$ cat src/inc/binary_pkg.sv
/*
 package of constants shared by the trailing-edge binary elements.
 assumes one core clock; the element clock is a level from core-clock logic.
*/
// How it works
// RQ1 - clock low: slave copies master, data inputs blocked from master
// RQ2 - clock high: master loads inputs, slave isolated from master
// RQ3 - output changes only after the falling edge; inputs locked out there
// RQ4 - the plain gated latch is transparent while high; unfit for clocking
// RQ5 - steered variant: data inputs active low, low level arms that side
// RQ6 - steered variant: falling edge drives armed side high, then holds
// RQ7 - j-k with both inputs active complements at the edge, else like r-s
// RQ8 - driving logic never raises reset and set together at an edge
// RQ9 - delay element shows the input held at the edge, one period later
// RQ10 - toggle element: hold or complement only, j and k tied together
// RQ11 - no active input at an edge keeps the stored state
package binary_pkg;
   localparam int NUM_KINDS = 5;
   localparam int KIND_RS = 0;
   localparam int KIND_STEER = 1;
   localparam int KIND_JK = 2;
   localparam int KIND_D = 3;
   localparam int KIND_T = 4;
   localparam logic STATE_RESET = 1'h0;
   // element clock idles low; a matching history avoids a false fall
   localparam logic CLK_IDLE = 1'h0;
endpackage

$ cat src/design/master_slave_cell.sv
/*
 one master-slave storage bit.
 assumes the caller flags clock-high cycles and the falling-edge cycle.
*/
`timescale 1ns/10ps
`default_nettype none
module master_slave_cell (
   input wire logic core_clk,
   input wire logic rst,
   input wire logic clk_high,
   input wire logic clk_fall,
   input wire logic master_in,
   output logic q
);
   typedef struct packed {
      logic master;
      logic slave;
   } cell_state_t;

   cell_state_t state;
   cell_state_t next_state;

   always_comb begin
      next_state = state;
      // RQ2 master loads while high
      if (clk_high) begin
         next_state.master = master_in;
      end
      // RQ1 slave takes master on low
      // only the fall cycle can move it, since master is frozen while low
      if (clk_fall) begin
         next_state.slave = state.master;
      end
   end

   always_ff @(posedge core_clk or posedge rst) begin
      if (rst) begin
         state <= '{master: binary_pkg::STATE_RESET,
                    slave: binary_pkg::STATE_RESET};
      end else begin
         state <= next_state;
      end
   end

   assign q = state.slave;
endmodule // master_slave_cell
`default_nettype wire

$ cat src/design/trailing_edge_binary_elements.sv
/*
 r-s, steered r-s, j-k, d and t binaries, all trailing-edge triggered,
 plus a plain gated latch for comparison.
 assumes elem_clk and data come from logic on core_clk; no synchroniser.
*/
`timescale 1ns/10ps
`default_nettype none
module trailing_edge_binary_elements (
   input wire logic core_clk,
   input wire logic rst,
   input wire logic elem_clk,
   input wire logic rs_reset,
   input wire logic rs_set,
   input wire logic steer_reset_n,
   input wire logic steer_set_n,
   input wire logic jk_j,
   input wire logic jk_k,
   input wire logic d_in,
   input wire logic t_in,
   output logic q_rs,
   output logic q_steer,
   output logic q_jk,
   output logic q_d,
   output logic q_t,
   output logic q_latch
);
   typedef struct packed {
      logic clk_prev;
      logic latch;
   } top_state_t;

   top_state_t state;
   top_state_t next_state;
   logic clk_high;
   logic clk_fall;
   logic [binary_pkg::NUM_KINDS-1:0] master_in;
   logic [binary_pkg::NUM_KINDS-1:0] q;

   assign clk_high = elem_clk;
   // RQ3 falling edge detect
   // inputs in this cycle are already ignored: the clock is low
   assign clk_fall = state.clk_prev & ~elem_clk;

   always_comb begin
      next_state = state;
      next_state.clk_prev = elem_clk;
      // RQ4 transparent gated latch
      // every input change while high reaches the output: not for counters
      if (elem_clk && rs_set && !rs_reset) begin
         next_state.latch = 1'h1;
      end else if (elem_clk && rs_reset && !rs_set) begin
         next_state.latch = 1'h0;
      end
   end

   always_ff @(posedge core_clk or posedge rst) begin
      if (rst) begin
         state <= '{clk_prev: binary_pkg::CLK_IDLE,
                    latch: binary_pkg::STATE_RESET};
      end else begin
         state <= next_state;
      end
   end

   always_comb begin
      master_in = q;
      // RQ8 forbidden pair holds
      // both active is the driver's fault; holding is the safe answer
      if (rs_set && !rs_reset) begin
         master_in[binary_pkg::KIND_RS] = 1'h1;
      end else if (rs_reset && !rs_set) begin
         master_in[binary_pkg::KIND_RS] = 1'h0;
      end
      // RQ5 active-low arming
      // RQ6 armed side wins
      // both armed is forbidden too, so it holds like the r-s pair
      if (!steer_set_n && steer_reset_n) begin
         master_in[binary_pkg::KIND_STEER] = 1'h1;
      end else if (!steer_reset_n && steer_set_n) begin
         master_in[binary_pkg::KIND_STEER] = 1'h0;
      end
      // RQ7 j-k complement case
      case ({jk_j, jk_k})
         2'h3: master_in[binary_pkg::KIND_JK] = ~q[binary_pkg::KIND_JK];
         2'h2: master_in[binary_pkg::KIND_JK] = 1'h1;
         2'h1: master_in[binary_pkg::KIND_JK] = 1'h0;
         // RQ11 no input holds
         default: master_in[binary_pkg::KIND_JK] = q[binary_pkg::KIND_JK];
      endcase
      // RQ9 delay element input
      master_in[binary_pkg::KIND_D] = d_in;
      // RQ10 toggle as tied j-k
      master_in[binary_pkg::KIND_T] = q[binary_pkg::KIND_T] ^ t_in;
   end

   genvar g;
   generate
      for (g = 0; g < binary_pkg::NUM_KINDS; g++) begin : g_cell
         master_slave_cell u_cell (
            .core_clk(core_clk),
            .rst(rst),
            .clk_high(clk_high),
            .clk_fall(clk_fall),
            .master_in(master_in[g]),
            .q(q[g])
         );
      end
   endgenerate

   assign q_rs = q[binary_pkg::KIND_RS];
   assign q_steer = q[binary_pkg::KIND_STEER];
   assign q_jk = q[binary_pkg::KIND_JK];
   assign q_d = q[binary_pkg::KIND_D];
   assign q_t = q[binary_pkg::KIND_T];
   assign q_latch = state.latch;
endmodule // trailing_edge_binary_elements
`default_nettype wire

$ cat config.mk
export PLATFORM = sky130hd
export DESIGN_NAME = trailing_edge_binary_elements
export DESIGN_NICKNAME = d
export VERILOG_FILES = /design/src/inc/binary_pkg.sv /design/src/design/master_slave_cell.sv /design/src/design/trailing_edge_binary_elements.sv
export SDC_FILE = /design/constraint.sdc
export NUM_CORES = 1
export LEC_CHECK = 0
export ABC_AREA = 1
export BUFFER_PORTS_ARGS = -buffer_cell sky130_fd_sc_hd__buf_2
export CORE_AREA = 2 2 39 41
export CTS_CLUSTER_SIZE = 10
export DETAILED_ROUTE_END_ITERATION = 10
export DIE_AREA = 0 0 41 43
export PLACE_DENSITY = 0.66
export SETUP_SLACK_MARGIN = 0.5
export SKIP_CTS_REPAIR_TIMING = 1
export SYNTH_ARGS = -nofsm -noshare
export SYNTH_HDL_FRONTEND = slang
export SYNTH_SLANG_ARGS = --single-unit
$ cat constraint.sdc
create_clock -name core_clk -period 1.5 [get_ports core_clk]
set_input_delay 0.15 -clock core_clk [delete_from_list [all_inputs] [get_ports core_clk]]
set_output_delay 0.15 -clock core_clk [all_outputs]
set_load 0.1 [all_outputs]
==> flow_metrics.tcl, run 1 <==
set metrics [dict create \
    dr.first_iter.drc_count 5 \
    core_sq_um 1380 \
    ioPinCount 17 \
    wl_met3_um 34 \
    syn_nets 74 \
    comb_power_share 0.380 \
    synth_top_area_cell "dfrtp_1" \
    pwr-share-seq 0.386 \
    min-delay-start "d_in" \
    grt_pass1_wl_mm 1.47 \
    path_buf_inv 1 \
    routed.top_layer "met4" \
    dp.cells 94 \
    power_density_nw_per_um2 1440 \
    io_buffers 16 \
    wire_per_inst_um 10.1 \
    p_leak_nw 0.405 \
    cts_tree "built" \
    cp-start-kind "flop" \
    vias 456 \
    async_flop_share 1.00 \
    final_cells 99 \
    setup_tns_ns 0 \
    fin_util 0.557 \
    cp_max_fo 4 \
    synth-seq-cells 12 \
    grt_pass1_vias 371 \
    grt_setup_unrepaired "yes" \
    cts.htree.levels 1 \
    status "completed" \
    drive_gt1_frac 0.373 \
    clkTransAtPathRegs_ns 0.08 \
    relSlewSlack 0.697 \
    hold_viol_final 0 \
    seq_area_sq_um 310 \
    ant_nets 0 \
    rrSetupSlack_ns 0.65 \
    power.switching_mw 0.440 \
    die_x_um 41 \
    place_area_sq_um 643 \
    synth_most_common_cell "nand2_1" \
    cp.arrival_ns 0.96 \
    vias_per_cell 4.61 \
    gp_congestion 0.726 \
    synth.avg_cell_area_sq_um 8.64 \
    worstPathCellList "buf_12" \
    setup_viol 0 \
    grt_max_degree 13 \
    switching_share 0.396 \
    critPathMaxStageDelay_ns 0.51 \
    rr_worst_depth 4 \
    yosysSeqAreaShare 0.552 \
    fin_crit_sh 0.737 \
    r2r_start "g_cell[1].u_cell.q" \
    post-dp-hpwl_um 709 \
    cp-end-kind "primary output" \
    drv_slew 0 \
    std_cell_rows 14 \
    fillCellCount 127 \
    yosysUniqueCellTypes 14 \
    grt_overflow 0 \
    critical_path.top_delay_family "flip-flops" \
    fp.dieH_um 43 \
    hp-class "input pin to flop" \
    synthTopCellsByArea "dfrtp_1 (55%), nand2_1 (19%), nand3_1 (6.4%)" \
    synth_edf_count 0 \
    worst_pin_slew_ns 0.454 \
    cts_buffer_depth 2 \
    cp_num_cells 1 \
    cts_buffers 3 \
    clock_skew_ns 0.00378 \
    synthTopCellsByCount "nand2_1 (27), dfrtp_1 (12), nand3_1 (7)" \
    timing.fmax_ghz 0.905 \
    crit_start "g_cell[4].u_cell.q" \
    p_int_mw 0.670 \
    maxCapViolations 0 \
    ys.flop_type "dfrtp_1" \
    firstDrtPassIters 4 \
    yosysWarnings 0 \
    timing.rr.end "g_cell[1].u_cell.state[1]" \
    worst_ir_drop_vdd_uv 670 \
    antenna_found_initial 0 \
    cts_root_buf "clkbuf_4" \
    grt.total_usage 0.126 \
    netlist_area_sq_um 544 \
    drc 0 \
    synthCells 63 \
    initial_core_util 0.393 \
    multiInputGateArea_sq_um 199 \
    fin_nets 95 \
    antennaDiodeCount 0 \
    area_growth_syn_to_layout_pct 41.6 \
    min_period_ns 1.11 \
    cts.sinks 12 \
    routed_wirelength_um 996 \
    wirelength_met1_um 458 \
    synth_top_area_frac 0.552 \
    slowest_stage "dfrtp_4" \
    dieArea_sq_um 1760 \
    met2WireLength_um 485 \
    worstSetupPathType "flop to primary output" \
    pwr-share-clk 0.234 \
    fin_area_sq_um 771 \
    clock_latency_ns 0.27 \
    endpoint "q_t" \
    cp.required_ns 1.35 \
]
worst min-delay path by stage:
stage                                end  slack [ns]  cells past startpoint
3_5_place_dp   g_cell[3].u_cell.state[1]        0.17                      2
4_1_cts        g_cell[3].u_cell.state[1]       -0.12                      2
6_report       g_cell[3].u_cell.state[1]        0.09                      3
2_1_floorplan  g_cell[0].u_cell.state[1]        0.01                      1
3_3_place_gp   g_cell[3].u_cell.state[1]        0.18                      2
5_1_grt        g_cell[3].u_cell.state[1]        0.12                      3
power by group through the flow:
stage	registers [mW]	clock network, mW	logic [mW]
final	0.428	0.260	0.422
after global routing	0.434	0.277	0.447
after CTS	0.413	0.262	0.343
after detailed placement	0.419	0	0.341
after global placement	0.415	0	0.340
after floorplan	0.619	0	0.0812
sequential cells by signal, summed over array words and instances, names as in the netlist:
name,flops
q_latch,1
state,1
g_cell.u_cell.q,5
g_cell.u_cell.state,5
cells by family (layout without fill, tap and decap cells):
family,Yosys count,after routing,share of synthesized area
AND/OR/NAND/NOR,40,40,0.331
AO/OA/AOI/OAI,3,3,0.0345
buffers and inverters,8,28,0.0828
flip-flops,12,12,0.552
layer usage:
layer,global-route usage,vias to the layer above
met5,0,-
met4,0.100,0
met3,0.0157,2
met2,0.172,13
met1,0.172,208
li1,-,233
cells in the final DEF (no fill, tap or decap), drive strengths merged:
master       instances
nand2               29
buf                 16
dfrtp               12
nand3                7
inv                  7
clkbuf               4
nor2                 3
o21ai                3
nand3b               1
dlygate4sd3          1
layout make-up:
| class | count | share of cell area |
|---|---|---|
| inverters | 7 | 0.0438 |
| multi-input cells | 43 | 0.258 |
| well taps | 16 | 0.0260 |
| clock buffers | 4 | 0.0471 |
| repair buffers | 17 | 0.222 |
| flip-flops and latches | 12 | 0.403 |
stage by stage:
step	total power [mW]	setup slack [ns]	hold slack, ns
3_3_place_gp	0.755	0.537	0.181
4_1_cts	1.02	0.226	-0.122
2_1_floorplan	0.701	0.430	0.0144
6_report	1.11	0.395	0.0871
3_5_place_dp	0.761	0.531	0.175
5_1_grt	1.16	0.379	0.125
Power figures use the tool's default switching activity.
==> run 2: changes to the inputs <==
Clock period 1.5 ns to 1.12 ns, I/O delays scaled along.
==> run 2 against run 1 <==
Clock-buffer cell count did not move. Critical path depth did not move. Non-clock buffer count rose by 3. Largest power group is now combinational logic. Global-route usage rose by 3.4 points. Combinational power rose by 52%. Clock skew rose by 0.0030 ns. Register-to-register slack got worse by 0.50 ns. The run now ends with negative hold slack left. Routed wire length rose by 8.5%. First-iteration DRC count did not move. Power rose by 37%.
==> flow_metrics.tcl, run 2 (same netlist as run 1, synthesis figures left out) <==
set metrics [dict create \
    status "finished, violations left" \
    violations "negative hold slack" \
    power_density_nw_per_um2 1810 \
    worst_pin_slew_ns 0.449 \
    cp.arrival_ns 0.96 \
    critPathMaxStageDelay_ns 0.51 \
    min_period_ns 1.07 \
    cp.required_ns 1.01 \
    setup_tns_ns 0 \
    cp_max_fo 3 \
    timing.fmax_ghz 0.931 \
    clock_skew_ns 0.00673 \
    antennaDiodeCount 0 \
    post-dp-hpwl_um 758 \
    cts_root_buf "clkbuf_4" \
    cp-end-kind "primary output" \
    worstPathCellList "buf_12" \
    worst_ir_drop_vdd_uv 902 \
    area_growth_syn_to_layout_pct 54.3 \
    clkTransAtPathRegs_ns 0.08 \
    multiInputGateArea_sq_um 228 \
    setup_viol 0 \
    firstDrtPassIters 4 \
    grt.total_usage 0.161 \
    clock_latency_ns 0.28 \
    rr_worst_depth 5 \
    endpoint "q_rs" \
    mostFrequentLayoutCell "nand2_1" \
    final_cell_mix "nand2_1 (22), buf_2 (10)" \
    grt_setup_unrepaired "yes" \
    cts_buffer_depth 2 \
    vias 468 \
    hold_viol_final 12 \
    io_buffers 16 \
    fin_nets 98 \
    p_leak_nw 0.427 \
    dr.first_iter.drc_count 5 \
    maxCapViolations 0 \
    fillCellCount 136 \
    rrSetupSlack_ns 0.15 \
    fin_crit_sh 0.959 \
    drc 0 \
    ioPinCount 17 \
    grt_pass1_vias 460 \
    r2r_start "g_cell[1].u_cell.q" \
    grt_max_degree 13 \
    dieArea_sq_um 1760 \
    drive_gt1_frac 0.523 \
    timing.rr.end "g_cell[1].u_cell.state[1]" \
    cts_buffers 3 \
    worstSetupPathType "flop to primary output" \
    initial_core_util 0.393 \
    routed_wirelength_mm 1.08 \
    critical_path.top_delay_family "flip-flops" \
    drv_slew 0 \
    std_cell_rows 14 \
    fp.dieH_um 43 \
    cp_num_cells 1 \
    cp-start-kind "flop" \
    path_buf_inv 1 \
    cts.sinks 12 \
    core_sq_um 1380 \
    relSlewSlack 0.700 \
    grt_overflow 0 \
    vias_per_cell 4.59 \
    antenna_found_initial 0 \
    ant_nets 0 \
    seq_area_sq_um 324 \
    die_x_um 41 \
    whs_ns -0.177 \
    cts.htree.levels 1 \
    fin_util 0.607 \
    crit_start "g_cell[0].u_cell.q" \
    hp-class "input pin to async pin" \
    gp_congestion 0.734 \
    cts_tree "built" \
    slowest_stage "dfrtp_4" \
    grt_pass1_wl_mm 1.87 \
    wire_per_inst_um 10.6 \
]
## run 2: changes by cell type in the layout (fill, tap and decap cells not counted), sizes merged
cell	delta
buf	+4
dlygate4sd3	-1
## run 2: where the power goes
| part | internal, mW | switching [mW] | leakage, nW | total, mW |
|---|---|---|---|---|
| clock network | 0.138 | 0.143 | 0.0150 | 0.281 |
| registers | 0.523 | 0.0738 | 0.139 | 0.597 |
| logic | 0.248 | 0.394 | 0.272 | 0.642 |
| total | 0.909 | 0.611 | 0.427 | 1.52 |
## run 2: final cells by class
class                           instances  area share
Clock buffer                            4      0.0313
Inverter                                7      0.0402
Multi-Input combinational cell         43       0.271
Sequential cell                        12       0.386
Tap cell                               16      0.0238
Timing Repair Buffer                   20       0.247
## run 2: stage by stage
| step | cell area, sq um | setup WS [ns] | total power, mW | hold slack [ns] | std cells |
|---|---|---|---|---|---|
| 2_1_floorplan | 574 | 0.137 | 0.961 | -0.0232 | 63 |
| 3_3_place_gp | 753 | 0.298 | 1.17 | 0.142 | 94 |
| 3_5_place_dp | 753 | 0.274 | 1.19 | 0.135 | 94 |
| 4_1_cts | 779 | 0.0300 | 1.47 | -0.170 | 98 |
| 5_1_grt | 840 | 0.0169 | 1.60 | -0.144 | 102 |
| 6_report | 840 | 0.0464 | 1.52 | -0.177 | 102 |
## run 2: worst min-delay path by stage
| stage | start | end | slack (ns) |
|---|---|---|---|
| after floorplan | rst | g_cell[0].u_cell.state[1] | -0.02 |
| after global placement | rst | g_cell[3].u_cell.state[1] | 0.14 |
| after detailed placement | rst | g_cell[3].u_cell.state[1] | 0.14 |
| after CTS | rst | g_cell[0].u_cell.q | -0.17 |
| after global routing | rst | g_cell[3].u_cell.q | -0.14 |
| final | rst | g_cell[4].u_cell.state[1] | -0.18 |
## run 2: metal layers
| layer | track usage | part of all wire | up-vias |
|---|---|---|---|
| li1 | - | - | 241 |
| met1 | 0.219 | 0.46 | 214 |
| met2 | 0.225 | 0.46 | 11 |
| met3 | 0.0471 | 0.050 | 2 |
| met4 | 0.0800 | 0.020 | 0 |
| met5 | 0 | 0 | - |
